--- config.mk ---
export PLATFORM = sky130hd
export DESIGN_NAME = tcc_timer
export DESIGN_NICKNAME = d
export VERILOG_FILES = /design/src/tcc_pkg.sv /design/src/tcc_timer.sv
export VERILOG_INCLUDE_DIRS = /design/src /design/src/src
export SDC_FILE = /design/constraint.sdc
export NUM_CORES = 1
export LEC_CHECK = 0
export BUFFER_PORTS_ARGS = -buffer_cell sky130_fd_sc_hd__buf_2
export CORE_UTILIZATION = 45
export DETAILED_ROUTE_END_ITERATION = 16
export PLACE_DENSITY_LB_ADDON = 0.05
export SKIP_CTS_REPAIR_TIMING = 1
export SLEW_MARGIN = 20
export SYNTH_ARGS = -nofsm -noshare
export SYNTH_HDL_FRONTEND = slang
export SYNTH_SLANG_ARGS = --single-unit
--- constraint.sdc ---
create_clock -name clk -period 4 [get_ports clk]
set_clock_uncertainty 0.15 [all_clocks]
set_input_delay 0.2 -clock clk [delete_from_list [all_inputs] [get_ports clk]]
set_output_delay 0.2 -clock clk [all_outputs]
set_load 0.02 [all_outputs]
--- src/tcc_defines.svh ---
`ifndef TCC_DEFINES_SVH
`define TCC_DEFINES_SVH

// ============================================================
// register offsets
`define TCC_OFF_CSR        4'h0
`define TCC_OFF_CAP1_HI    4'h1
`define TCC_OFF_CAP1_LO    4'h2
`define TCC_OFF_CMP1_HI    4'h3
`define TCC_OFF_CMP1_LO    4'h4
`define TCC_OFF_CMP2_HI    4'h5
`define TCC_OFF_CMP2_LO    4'h6
`define TCC_OFF_CNT_HI     4'h7
`define TCC_OFF_CNT_LO     4'h8
`define TCC_OFF_ALT_HI     4'h9
`define TCC_OFF_ALT_LO     4'ha
`define TCC_OFF_CAP2_HI    4'hb
`define TCC_OFF_CAP2_LO    4'hc
`define TCC_OFF_IRQ_STAT   4'hd
`define TCC_OFF_IRQ_MASK   4'he

// ============================================================
// control/status field positions
`define TCC_CSR_CAP1       7
`define TCC_CSR_CMP1       6
`define TCC_CSR_OVF        5
`define TCC_CSR_CAP2       4
`define TCC_CSR_CMP2       3
`define TCC_CSR_TIMD       2

// ============================================================
// reset values and counter constants
`define TCC_RST_BYTE       8'h00
`define TCC_RST_CMP2_HI    8'h80
`define TCC_RST_IRQ        5'h00
`define TCC_CNT_RESTART    16'h0000
`define TCC_CNT_ALL_ONES   16'hffff
`define TCC_PRESC_LAST     2'h3

`endif

--- src/tcc_pkg.sv ---
package tcc_pkg;

    typedef logic [7:0]  tcc_byte_t;
    typedef logic [15:0] tcc_word_t;
    typedef logic [3:0]  tcc_addr_t;

    // event bits, one-hot, same layout in interrupt status and mask
    typedef enum logic [4:0]
    {
        TCC_EV_CAP1 = 5'b00001,
        TCC_EV_CMP1 = 5'b00010,
        TCC_EV_OVF  = 5'b00100,
        TCC_EV_CAP2 = 5'b01000,
        TCC_EV_CMP2 = 5'b10000
    } tcc_event_t;

endpackage

--- src/tcc_timer.sv ---
`timescale 1ns/1ps
`default_nettype none
`include "tcc_defines.svh"

module tcc_timer
    import tcc_pkg::*;
(
    input  wire logic      clk,              // 200 MHz clock
    input  wire logic      reset,            // async reset, active high
    input  wire tcc_addr_t reg_addr,         // register offset
    input  wire tcc_byte_t reg_wdata,        // write data
    input  wire logic      reg_wr,           // write strobe
    input  wire logic      reg_rd,           // read strobe
    output tcc_byte_t      reg_rdata,        // read data, cycle after strobe
    input  wire logic      capture_one_pin,  // capture input one, async
    input  wire logic      capture_two_pin,  // capture input two, async
    output logic           compare_one_out,  // compare one match level
    output logic           compare_two_out,  // compare two match level
    output logic           irq               // level interrupt
);

    // ============================================================
    // helpers
    // true when a strobe hits the given offset
    function automatic logic hit(input logic strobe, input tcc_addr_t a,
                                 input tcc_addr_t off);
        hit = strobe && (a == off);
    endfunction

    // merge a hardware set with a software clear, set wins
    function automatic logic flag_next(input logic cur, input logic set,
                                       input logic clr);
        flag_next = set | (cur & ~clr);
    endfunction

    // ============================================================
    // state
    tcc_word_t counter_r;
    logic [1:0] presc_r;
    logic       tick;
    logic       restart;
    logic       wrap;
    logic       check_r;
    tcc_byte_t  capture_one_high_r;
    tcc_byte_t  capture_one_low_r;
    tcc_byte_t  capture_two_high_r;
    tcc_byte_t  capture_two_low_r;
    tcc_byte_t  compare_one_high_r;
    tcc_byte_t  compare_one_low_r;
    tcc_byte_t  compare_two_high_r;
    tcc_byte_t  compare_two_low_r;
    logic       timer_disable_r;
    logic       cap1_flag_r;
    logic       compare_one_flag_r;
    logic       overflow_flag_r;
    logic       cap2_flag_r;
    logic       cmp2_flag_r;
    logic [4:0] arm_r;
    logic [4:0] irq_stat_r;
    logic [4:0] irq_mask_r;
    logic [4:0] events;
    logic [2:0] cap1_sync_r;
    logic [2:0] cap2_sync_r;
    logic       cap1_ev;
    logic       cap2_ev;
    logic       match1;
    logic       match2;
    logic       acc_cnt_lo;
    logic       acc_alt_lo;
    logic       acc_cmp1_lo;
    logic       acc_cmp2_lo;
    logic       acc_cap1_lo;
    logic       acc_cap2_lo;
    logic       csr_rd;
    tcc_byte_t  csr_val;
    tcc_byte_t  rdata_nxt;

    // ============================================================
    // register access decode
    // a low byte access is either a read or a write
    assign acc_cnt_lo  = hit(reg_rd | reg_wr, reg_addr, `TCC_OFF_CNT_LO);
    assign acc_alt_lo  = hit(reg_rd | reg_wr, reg_addr, `TCC_OFF_ALT_LO);
    assign acc_cmp1_lo = hit(reg_rd | reg_wr, reg_addr, `TCC_OFF_CMP1_LO);
    assign acc_cmp2_lo = hit(reg_rd | reg_wr, reg_addr, `TCC_OFF_CMP2_LO);
    assign acc_cap1_lo = hit(reg_rd | reg_wr, reg_addr, `TCC_OFF_CAP1_LO);
    assign acc_cap2_lo = hit(reg_rd | reg_wr, reg_addr, `TCC_OFF_CAP2_LO);
    assign csr_rd      = hit(reg_rd, reg_addr, `TCC_OFF_CSR);

    // write to either low counter byte restarts, data ignored
    assign restart = hit(reg_wr, reg_addr, `TCC_OFF_CNT_LO)
                   | hit(reg_wr, reg_addr, `TCC_OFF_ALT_LO);

    // ============================================================
    // prescaler, one enable pulse every four clocks
    always_ff @(posedge clk or posedge reset)
    begin
        if (reset)
            presc_r <= 2'h0;
        else if (restart)
            presc_r <= 2'h0;
        else if (!timer_disable_r)
            presc_r <= presc_r + 2'h1;
    end

    assign tick = !timer_disable_r && (presc_r == `TCC_PRESC_LAST);
    assign wrap = tick && !restart
                  && (counter_r == `TCC_CNT_ALL_ONES);

    // ============================================================
    // free-running counter
    always_ff @(posedge clk or posedge reset)
    begin
        if (reset)
            counter_r <= `TCC_CNT_RESTART;
        else if (restart)
            counter_r <= `TCC_CNT_RESTART;
        else if (tick)
            counter_r <= counter_r + 16'h0001;
    end

    // compare only the cycle after the counter moved, one flag per value
    always_ff @(posedge clk or posedge reset)
    begin
        if (reset)
            check_r <= 1'b0;
        else
            check_r <= tick | restart;
    end

    // both bytes must agree for a match
    assign match1 = check_r && (counter_r ==
                    {compare_one_high_r, compare_one_low_r});
    assign match2 = check_r && (counter_r ==
                    {compare_two_high_r, compare_two_low_r});

    // ============================================================
    // capture pin synchronisers and rising edge detect
    always_ff @(posedge clk or posedge reset)
    begin
        if (reset)
        begin
            cap1_sync_r <= 3'h0;
            cap2_sync_r <= 3'h0;
        end
        else
        begin
            cap1_sync_r <= {cap1_sync_r[1:0], capture_one_pin};
            cap2_sync_r <= {cap2_sync_r[1:0], capture_two_pin};
        end
    end

    assign cap1_ev = cap1_sync_r[1] & ~cap1_sync_r[2];
    assign cap2_ev = cap2_sync_r[1] & ~cap2_sync_r[2];

    // ============================================================
    // capture registers
    always_ff @(posedge clk or posedge reset)
    begin
        if (reset)
        begin
            capture_one_high_r <= `TCC_RST_BYTE;
            capture_one_low_r  <= `TCC_RST_BYTE;
            capture_two_high_r <= `TCC_RST_BYTE;
        end
        else
        begin
            if (cap1_ev)
            begin
                capture_one_high_r <= counter_r[15:8];
                capture_one_low_r  <= counter_r[7:0];
            end
            if (cap2_ev)
                capture_two_high_r <= counter_r[15:8];
        end
    end

    // low byte of capture two has no reset on purpose
    always_ff @(posedge clk)
    begin
        if (cap2_ev)
            capture_two_low_r <= counter_r[7:0];
    end

    // ============================================================
    // compare value registers
    always_ff @(posedge clk or posedge reset)
    begin
        if (reset)
        begin
            compare_one_high_r <= `TCC_RST_BYTE;
            compare_one_low_r  <= `TCC_RST_BYTE;
            compare_two_high_r <= `TCC_RST_CMP2_HI;
            compare_two_low_r  <= `TCC_RST_BYTE;
        end
        else if (reg_wr)
        begin
            unique case (reg_addr)
                `TCC_OFF_CMP1_HI: compare_one_high_r <= reg_wdata;
                `TCC_OFF_CMP1_LO: compare_one_low_r  <= reg_wdata;
                `TCC_OFF_CMP2_HI: compare_two_high_r <= reg_wdata;
                `TCC_OFF_CMP2_LO: compare_two_low_r  <= reg_wdata;
                default: ;
            endcase
        end
    end

    // ============================================================
    // timer disable bit, freezes prescaler and counter
    always_ff @(posedge clk or posedge reset)
    begin
        if (reset)
            timer_disable_r <= 1'b0;
        else if (hit(reg_wr, reg_addr, `TCC_OFF_CSR))
            timer_disable_r <= reg_wdata[`TCC_CSR_TIMD];
    end

    // ============================================================
    // status flags: armed by a status read, cleared by low byte access
    always_ff @(posedge clk or posedge reset)
    begin
        if (reset)
            arm_r <= 5'h00;
        else if (csr_rd)
            arm_r <= {cmp2_flag_r, cap2_flag_r, overflow_flag_r,
                      compare_one_flag_r, cap1_flag_r};
        else
        begin
            if (acc_cap1_lo) arm_r[0] <= 1'b0;
            if (acc_cmp1_lo) arm_r[1] <= 1'b0;
            if (acc_cnt_lo)  arm_r[2] <= 1'b0;
            if (acc_cap2_lo) arm_r[3] <= 1'b0;
            if (acc_cmp2_lo) arm_r[4] <= 1'b0;
        end
    end

    always_ff @(posedge clk or posedge reset)
    begin
        if (reset)
        begin
            cap1_flag_r        <= 1'b0;
            compare_one_flag_r <= 1'b0;
            overflow_flag_r    <= 1'b0;
            cap2_flag_r        <= 1'b0;
            cmp2_flag_r        <= 1'b0;
        end
        else
        begin
            cap1_flag_r        <= flag_next(cap1_flag_r, cap1_ev,
                                            arm_r[0] & acc_cap1_lo);
            compare_one_flag_r <= flag_next(compare_one_flag_r, match1,
                                            arm_r[1] & acc_cmp1_lo);
            // only the main low byte clears, never the alternate one
            overflow_flag_r    <= flag_next(overflow_flag_r, wrap,
                                            arm_r[2] & acc_cnt_lo);
            cap2_flag_r        <= flag_next(cap2_flag_r, cap2_ev,
                                            arm_r[3] & acc_cap2_lo);
            cmp2_flag_r        <= flag_next(cmp2_flag_r, match2,
                                            arm_r[4] & acc_cmp2_lo);
        end
    end

    // ============================================================
    // interrupt status, write one to clear, set wins
    assign events = {match2, cap2_ev, wrap, match1,
                     cap1_ev};

    always_ff @(posedge clk or posedge reset)
    begin
        if (reset)
            irq_stat_r <= `TCC_RST_IRQ;
        else if (hit(reg_wr, reg_addr, `TCC_OFF_IRQ_STAT))
            irq_stat_r <= events | (irq_stat_r & ~reg_wdata[4:0]);
        else
            irq_stat_r <= events | irq_stat_r;
    end

    always_ff @(posedge clk or posedge reset)
    begin
        if (reset)
            irq_mask_r <= `TCC_RST_IRQ;
        else if (hit(reg_wr, reg_addr, `TCC_OFF_IRQ_MASK))
            irq_mask_r <= reg_wdata[4:0];
    end

    always_ff @(posedge clk or posedge reset)
    begin
        if (reset)
            irq <= 1'b0;
        else
            irq <= |(irq_stat_r & irq_mask_r);
    end

    // ============================================================
    // compare outputs, registered match levels
    always_ff @(posedge clk or posedge reset)
    begin
        if (reset)
        begin
            compare_one_out <= 1'b0;
            compare_two_out <= 1'b0;
        end
        else
        begin
            compare_one_out <= counter_r ==
                               {compare_one_high_r, compare_one_low_r};
            compare_two_out <= counter_r ==
                               {compare_two_high_r, compare_two_low_r};
        end
    end

    // ============================================================
    // read mux, data in the cycle after the strobe

    assign csr_val = {cap1_flag_r, compare_one_flag_r, overflow_flag_r,
                      cap2_flag_r, cmp2_flag_r, timer_disable_r, 2'b00};

    always_comb
    begin
        rdata_nxt = 8'h00;
        unique case (reg_addr)
            `TCC_OFF_CSR:      rdata_nxt = csr_val;
            `TCC_OFF_CAP1_HI:  rdata_nxt = capture_one_high_r;
            `TCC_OFF_CAP1_LO:  rdata_nxt = capture_one_low_r;
            `TCC_OFF_CMP1_HI:  rdata_nxt = compare_one_high_r;
            `TCC_OFF_CMP1_LO:  rdata_nxt = compare_one_low_r;
            `TCC_OFF_CMP2_HI:  rdata_nxt = compare_two_high_r;
            `TCC_OFF_CMP2_LO:  rdata_nxt = compare_two_low_r;
            `TCC_OFF_CNT_HI:   rdata_nxt = counter_r[15:8];
            `TCC_OFF_CNT_LO:   rdata_nxt = counter_r[7:0];
            `TCC_OFF_ALT_HI:   rdata_nxt = counter_r[15:8];
            `TCC_OFF_ALT_LO:   rdata_nxt = counter_r[7:0];
            `TCC_OFF_CAP2_HI:  rdata_nxt = capture_two_high_r;
            `TCC_OFF_CAP2_LO:  rdata_nxt = capture_two_low_r;
            `TCC_OFF_IRQ_STAT: rdata_nxt = {3'b000, irq_stat_r};
            `TCC_OFF_IRQ_MASK: rdata_nxt = {3'b000, irq_mask_r};
            default:           rdata_nxt = 8'h00;
        endcase
    end

    always_ff @(posedge clk or posedge reset)
    begin
        if (reset)
            reg_rdata <= 8'h00;
        else if (reg_rd)
            reg_rdata <= rdata_nxt;
        else
            reg_rdata <= 8'h00;
    end

    // ============================================================
    // checks
    a_cap_one_latch: assert property (@(posedge clk)
        disable iff (reset) cap1_ev |=>
        {capture_one_high_r, capture_one_low_r} == $past(counter_r))
        else $error("capture one did not latch the counter");
    a_cap_two_latch: assert property (@(posedge clk)
        disable iff (reset) cap2_ev |=>
        {capture_two_high_r, capture_two_low_r} == $past(counter_r))
        else $error("capture two did not latch the counter");
    a_cmp_one_flag: assert property (@(posedge clk)
        disable iff (reset) (check_r && counter_r ==
        {compare_one_high_r, compare_one_low_r}) |=> compare_one_flag_r)
        else $error("compare one match did not set its flag");
    a_cmp_two_flag: assert property (@(posedge clk)
        disable iff (reset) (check_r && !cmp2_flag_r
        && counter_r[15:8] != compare_two_high_r) |=> !cmp2_flag_r)
        else $error("compare two flag set with high byte unequal");
    a_cnt_read: assert property (@(posedge clk)
        disable iff (reset) (reg_rd && reg_addr == `TCC_OFF_CNT_LO)
        |=> reg_rdata == $past(counter_r[7:0]))
        else $error("counter low read returned wrong byte");
    a_alt_read: assert property (@(posedge clk)
        disable iff (reset) (reg_rd && reg_addr == `TCC_OFF_ALT_HI)
        |=> reg_rdata == $past(counter_r[15:8]))
        else $error("alternate counter high read returned wrong byte");
    a_restart_cnt: assert property (@(posedge clk)
        disable iff (reset) (reg_wr && (reg_addr == `TCC_OFF_CNT_LO
        || reg_addr == `TCC_OFF_ALT_LO)) |=> counter_r == `TCC_CNT_RESTART)
        else $error("low counter write did not restart the counter");
    a_ovf_clear: assert property (@(posedge clk)
        disable iff (reset) ((csr_rd && overflow_flag_r) ##1
        (acc_cnt_lo && !wrap)) |=> !overflow_flag_r)
        else $error("overflow flag not cleared by counter low access");
    a_alt_keeps_ovf: assert property (@(posedge clk)
        disable iff (reset) (overflow_flag_r && acc_alt_lo)
        |=> overflow_flag_r)
        else $error("alternate counter access cleared overflow flag");
    a_ovf_wrap: assert property (@(posedge clk)
        disable iff (reset) wrap
        |=> (overflow_flag_r && counter_r == `TCC_CNT_RESTART))
        else $error("wrap did not set overflow or reach zero");
    a_cmp_clear: assert property (@(posedge clk)
        disable iff (reset) ((csr_rd && compare_one_flag_r) ##1
        (acc_cmp1_lo && !match1)) |=> !compare_one_flag_r)
        else $error("compare one flag not cleared by low byte access");

endmodule

`default_nettype wire

==> impl_metrics.env, run 1 <==
export IMPL_cp_startpoint="reg_addr[2]"
export IMPL_path_clk_slew_ns=0.06
export IMPL_cts_tree="yes"
export IMPL_yosys_warnings=0
export IMPL_ys_top_cells_by_area="dfrtp_1 45%, mux2_2 12%, xor2_1 5.0%"
export IMPL_fin_hold_ws_ns=-0.007547
export IMPL_async_flop_share_pct=93.39
export IMPL_gp_congestion=0.9307
export IMPL_maxCapViolCount=0
export IMPL_run_status="complete, but fails checks"
export IMPL_avgSynthCellArea_um2=11.28
export IMPL_drt_wl_total_mm=18.50
export IMPL_diodes=0
export IMPL_critPathKind="in2reg"
export IMPL_violations="negative hold slack"
export IMPL_core_area_mm2=0.01330
export IMPL_grt_pass1_wl_mm=28.37
export IMPL_critical_path_required_ns=4.15
export IMPL_cts_htree_levels=4
export IMPL_rr_startpoint="counter_r[0]"
export IMPL_io_pins=29
export IMPL_yosys_area_top_type_share_pct=45.43
export IMPL_slew_viol_final=0
export IMPL_grt_max_degree=74
export IMPL_synth_cell_type_count=69
export IMPL_ant_nets=0
export IMPL_min_delay_start="reg_wdata[4]"
export IMPL_syn_inst=547
export IMPL_synth_edf_count=8
export IMPL_fmax_mhz=452.3
export IMPL_drc=0
export IMPL_layout_min_cycle_time_ns=2.211
export IMPL_clockRootBuffer="clkbuf_16"
export IMPL_chipHeight_um=119.1
export IMPL_path_cells="buf_2 > and2b_1 > nand2_1 > nor2_1 > mux2_2"
export IMPL_intPower_mw=2.917
export IMPL_period_share_pct=55.27
export IMPL_synth_seq_area_share_pct=49.75
export IMPL_combPwrFrac_pct=16.3
export IMPL_rsz0062_at_grt="no"
export IMPL_cp_max_fo=43
export IMPL_dpl_cell_count=714
export IMPL_initial_core_util_pct=46.41
export IMPL_synth_nets=567
export IMPL_track_usage_pct=27.93
export IMPL_dpl_hpwl_mm=12.72
export IMPL_cp_slowest_stage_delay_ns=0.63
export IMPL_sw_frac_of_total_pct=29.16
export IMPL_clock_sinks=121
export IMPL_p_seq_share_pct=41.8
export IMPL_max_slew_worst_pin_slew_ns=0.9305
export IMPL_fin_cells=755
export IMPL_cp_start_kind="input pin"
export IMPL_via_per_inst=5.950
export IMPL_endpoint_kind="flip-flop"
export IMPL_vias=4492
export IMPL_dieArea_mm2=0.01418
export IMPL_cpMaxStageDelayCell="nor2_1"
export IMPL_dr_pass1_iters=5
export IMPL_max_vdd_ir_drop_uv=305.8
export IMPL_power_density_mw_per_mm2=583.7
export IMPL_cts_buffer_depth=2
export IMPL_hold_viol=1
export IMPL_ys_ff_latch=121
export IMPL_rows=42
export IMPL_initialDrtViolationCount=348
export IMPL_p_sw_mw=1.201
export IMPL_layout_drive_gt1_share_pct=24.87
export IMPL_syn_to_final_growth_pct=14.34
export IMPL_p_clk_share_pct=42.0
export IMPL_relSlewSlack_pct=37.97
export IMPL_synth_largest_area_cell="dfrtp_1"
export IMPL_leakage_nw=3.142
export IMPL_die_x_um=119.1
export IMPL_finalSetupViolCount=0
export IMPL_antenna_found_initial=0
export IMPL_wl_per_cell_um=24.50
export IMPL_final_nets=586
export IMPL_min_path_type="in2reg"
export IMPL_clk_latency_ns=0.42
export IMPL_grt_pass1_vias=4411
export IMPL_portBuffers=28
export IMPL_synth_main_ff_cell="dfrtp_1"
export IMPL_tns_ns=0
export IMPL_grt_ovfl_total=0
export IMPL_cts_made_buffers=17
export IMPL_netlist_area_mm2=0.006170
export IMPL_worstPathArrival_ns=2.36
-- per-stage QoR --
stage               hold WS, ns  total power, mW  setup WS, ns  utilization (%)  cell area, um2
finish                -0.007547            4.118         1.789            53.06            7054
global route           0.001236            4.284         1.662            53.06            7054
CTS                     -0.2869            4.131         1.569            52.31            6954
detailed placement       0.1593            2.394         1.130            47.28            6286
global placement         0.1603            2.382         1.328            47.26            6284
floorplan               0.08143            2.164        0.6643                -            6170
-- cell families (layout without fill, tap and decap cells) --
group	Yosys count	after routing	share of synthesized area (%)
xor+xnor	43	43	6.104
buf+inv	53	85	5.232
mux	77	77	13.79
fa+ha+maj	2	2	0.4055
compound gates	92	92	10.28
simple gates	159	159	14.44
flops	121	121	49.75
-- Yosys cell counts, drive strengths merged, types with 8 or more instances --
cell type,instances
a21oi,17
a22o,10
a31oi,9
buf,25
clkbuf,15
dfrtp,112
edfxtp,8
inv,12
mux2,64
mux2i,13
nand2,38
nand3,11
nor2,23
nor2b,12
nor3,14
nor4,15
o21ai,23
xnor2,8
xor2,35
-- critical path: cells and delay by family --
family	cells	cell delay [ns]
mux	1	0.41
buf+inv	1	0.61
simple gates	3	1.14
-- power groups by stage --
stage	registers [mW]	clock network (mW)	logic, mW
floorplan	1.61	0	0.555
global placement	1.74	0	0.642
detailed placement	1.74	0	0.652
CTS	1.72	1.75	0.658
global route	1.75	1.81	0.734
finish	1.72	1.73	0.670
-- final cells by class --
| cell class | instances | area, um2 |
|---|---|---|
| clock buffer | 19 | 452.9 |
| clock inverter | 13 | 215.2 |
| fill | 1174 | 6241 |
| inverter | 13 | 51.30 |
| multi-input combinational | 373 | 2793 |
| sequential | 121 | 3069 |
| tap | 176 | 220.2 |
| timing repair buffer | 40 | 252.7 |
-- layer usage --
metal / global-route usage, % / wire [um] / up-vias
met2: 42.73 / 8641 / 160
met4: 9.019 / 341 / 0
met1: 39.22 / 8546 / 2292
met5: 0 / 0 / -
met3: 6.226 / 969 / 28
li1: - / - / 2012
-- worst paths after layout --
| check | slack [ns] | depth (start not counted) | end |
|---|---|---|---|
| hold reg to reg | 0.21 | 0 | cap1_sync_r[1] |
| setup / recovery | 1.79 | 5 | compare_two_low_r[4] |
| hold / removal | -0.008 | 3 | irq_stat_r[4] |
| min in group asynchronous | 0.37 | 3 | counter_r[7] |
| setup reg to reg | 1.80 | 5 | overflow_flag_r |
| max in group asynchronous | 2.40 | 4 | compare_two_high_r[7] |
-- flip-flops by register name, summed over array words and instances (netlist names), 2 cells and up --
register,count
cap2_sync_r,3
irq_stat_r,5
compare_one_high_r,8
capture_one_high_r,8
compare_two_high_r,8
cap1_sync_r,3
capture_one_low_r,8
capture_two_low_r,8
counter_r,16
compare_one_low_r,8
capture_two_high_r,8
reg_rdata,8
presc_r,2
compare_two_low_r,8
irq_mask_r,5
arm_r,5
-- placed cells by master (no fill, tap or decap), drive strengths merged, types with 11 or more instances in the layout --
cell / Yosys / routed
dfrtp: 112 / 112
mux2: 64 / 64
nand2: 38 / 38
xor2: 35 / 35
buf: 25 / 31
nor2: 23 / 23
o21ai: 23 / 23
clkbuf: 15 / 19
a21oi: 17 / 17
nor4: 15 / 15
nor3: 14 / 14
inv: 12 / 14
mux2i: 13 / 13
nor2b: 12 / 12
nand3: 11 / 11
Note: power is estimated with default switching activity, not from simulation.
==> inputs of run 2 (changes only) <==
Settings changed: ABC_AREA from default to 1.
Clock period 4 ns to 2.1 ns, I/O delays scaled along.
==> impl_metrics.env, run 2 <==
export IMPL_wl_per_cell_um=18.51
export IMPL_cp_max_fo=10
export IMPL_final_common_cell="nand2_1"
export IMPL_grt_ovfl_total=0
export IMPL_layout_common_cells="289 x nand2_1, 112 x dfrtp_1, 88 x nand3_1, 87 x nor2_1, 78 x o21ai_0"
export IMPL_fin_cells=1050
export IMPL_dr_pass1_iters=7
export IMPL_via_per_inst=5.262
export IMPL_largest_register_ffs=16
export IMPL_synth_nets=832
export IMPL_yosys_area_top_type_share_pct=46.10
export IMPL_layout_min_cycle_time_ns=1.920
export IMPL_cts_htree_levels=4
export IMPL_drc=0
export IMPL_dpl_hpwl_mm=14.06
export IMPL_fin_hold_ws_ns=-0.03631
export IMPL_netlist_area_mm2=0.006080
export IMPL_grt_pass1_wl_mm=30.88
export IMPL_ys_ff_latch=121
export IMPL_period_share_pct=91.45
export IMPL_initial_core_util_pct=46.09
export IMPL_gp_congestion=0.9453
export IMPL_finalSetupViolCount=0
export IMPL_path_cells="nand2_1 > nor2_1 > nand3_1 > nor2_1 > nand2_1 > nand2_1 > inv_1 > nor2_1"
export IMPL_pre_cts_ws_ns=0.2452
export IMPL_cts_tree="yes"
export IMPL_ant_nets=0
export IMPL_rows=42
export IMPL_rsz0062_at_grt="no"
export IMPL_clk_latency_ns=0.42
export IMPL_relSlewSlack_pct=54.78
export IMPL_critical_path_required_ns=2.30
export IMPL_synth_largest_area_cell="dfrtp_1"
export IMPL_chipHeight_um=118.2
export IMPL_syn_inst=812
export IMPL_cpMaxStageDelayCell="dfrtp_1"
export IMPL_cts_made_buffers=17
export IMPL_portBuffers=28
export IMPL_core_area_mm2=0.01319
export IMPL_p_clk_share_pct=43.1
export IMPL_run_status="complete, but fails checks"
export IMPL_p_sw_mw=2.183
export IMPL_tns_ns=0
export IMPL_worst_slack_ns=0.1796
export IMPL_synth_cell_type_count=28
export IMPL_min_path_type="in2reg"
export IMPL_dpl_cell_count=1006
export IMPL_yosysMostFrequentCell="nand2_1"
export IMPL_p_seq_share_pct=42.4
export IMPL_clock_sinks=121
export IMPL_cts_buffer_depth=2
export IMPL_cp_start_kind="flip-flop"
export IMPL_violations="negative hold slack"
export IMPL_async_flop_share_pct=93.39
export IMPL_intPower_mw=5.054
export IMPL_path_buf_inv=1
export IMPL_yosys_warnings=0
export IMPL_critPathKind="reg2reg"
export IMPL_die_x_um=118.2
export IMPL_max_slew_worst_pin_slew_ns=0.6758
export IMPL_ys_top_cells_by_area="dfrtp_1 46%, nand2_1 18%, nand3_1 7.2%"
export IMPL_synth_main_ff_cell="dfrtp_1"
export IMPL_diodes=0
export IMPL_maxCapViolCount=0
export IMPL_grt_max_degree=114
export IMPL_ys_top_cells_by_count="289 x nand2_1, 112 x dfrtp_1, 88 x nand3_1, 88 x nor2_1, 78 x o21ai_0"
export IMPL_track_usage_pct=30.09
export IMPL_worstPathArrival_ns=2.12
export IMPL_slew_viol_final=0
export IMPL_sw_frac_of_total_pct=30.16
export IMPL_max_vdd_ir_drop_uv=647.8
export IMPL_initialDrtViolationCount=582
export IMPL_fmax_mhz=520.7
export IMPL_grt_pass1_vias=5319
export IMPL_crit_family="simple AND/OR/NAND/NOR gates"
export IMPL_final_nets=881
export IMPL_clockRootBuffer="clkbuf_16"
export IMPL_io_pins=29
export IMPL_combPwrFrac_pct=14.5
export IMPL_regMostFlops="counter_r"
export IMPL_power_density_mw_per_mm2=1005
export IMPL_layout_drive_gt1_share_pct=10.76
export IMPL_hold_viol=5
export IMPL_leakage_nw=3.704
export IMPL_synth_seq_area_share_pct=50.48
export IMPL_endpoint_kind="flip-flop"
export IMPL_syn_to_final_growth_pct=18.48
export IMPL_drt_wl_total_mm=19.43
export IMPL_avgSynthCellArea_um2=7.487
export IMPL_cp_slowest_stage_delay_ns=0.61
export IMPL_dieArea_mm2=0.01398
export IMPL_vias=5525
export IMPL_synth_edf_count=8
export IMPL_power_total_mw=7.237
export IMPL_antenna_found_initial=0
export IMPL_path_clk_slew_ns=0.06
==> run 2: cell count changes after synthesis, sizes merged, moves of 19 or more <==
cell	before	now
nand3	11	88
nor2	23	95
mux2	64	0
xor2	35	16
inv	12	70
nand2	38	292
o21ai	23	78
==> run 2: cell families (layout without fill, tap and decap cells) <==
logic type	Yosys count	after routing	share of synthesized area [%]
adders and majority gates	2	2	0.4115
AOI/OAI and AO/OA	88	88	7.327
xor gates and xnor gates	16	16	2.305
buffers and inverters	98	160	6.380
and+or+nand+nor	487	487	33.09
DFF	121	121	50.48
==> run 2: power groups by stage <==
| stage | registers, mW | logic (mW) | clock network (mW) |
|---|---|---|---|
| finish | 3.07 | 1.05 | 3.12 |
| global route | 3.11 | 1.21 | 3.25 |
| CTS | 3.05 | 1.04 | 3.14 |
| detailed placement | 3.09 | 1.03 | 0 |
| global placement | 3.08 | 1.01 | 0 |
| floorplan | 2.96 | 0.731 | 0 |
==> run 2: worst min-delay path: cells and delay by family <==
family / cells / cell delay (ns)
AOI/OAI and AO/OA: 1 / 0.18
buffers and inverters: 2 / 0.20
==> run 2: cell type report <==
class                   count  area, um2
multi-input cells         593       2625
repair buffers             55      385.4
clock buffers              17      425.4
well taps                 176      220.2
inverters                  73      277.8
fillers                  1302       5987
clock inverters            15      200.2
flip-flops and latches    121       3069
==> run 2: stage by stage <==
| step | area [um2] | utilization, % |
|---|---|---|
| 3_5_place_dp | 6457 | 48.96 |
| 5_1_grt | 7203 | 54.61 |
| 2_1_floorplan | 6083 | - |
| 6_report | 7203 | 54.61 |
| 3_3_place_gp | 6457 | 48.96 |
| 4_1_cts | 7083 | 53.70 |
==> run 2: path summary, 6_finish.rpt <==
check                          startpoint               endpoint  slack [ns]  cells past startpoint
max reg2reg                  counter_r[3]          counter_r[14]        0.18                      8
min in group asynchronous           reset  compare_two_high_r[5]        0.20                      4
max in group asynchronous           reset  capture_one_high_r[1]        1.05                      4
min                          reg_wdata[4]  compare_two_high_r[4]       -0.04                      3
max                          counter_r[3]          counter_r[14]        0.18                      8
min reg2reg                cap2_sync_r[0]         cap2_sync_r[1]        0.20                      0
==> run 2: metal layers <==
layer / track usage [%] / vias up / wire (um)
li1: - / 2666 / -
met1: 44.21 / 2607 / 8987
met2: 44.01 / 224 / 8686
met3: 5.985 / 28 / 1428
met4: 10.58 / 0 / 331
met5: 0 / - / 0
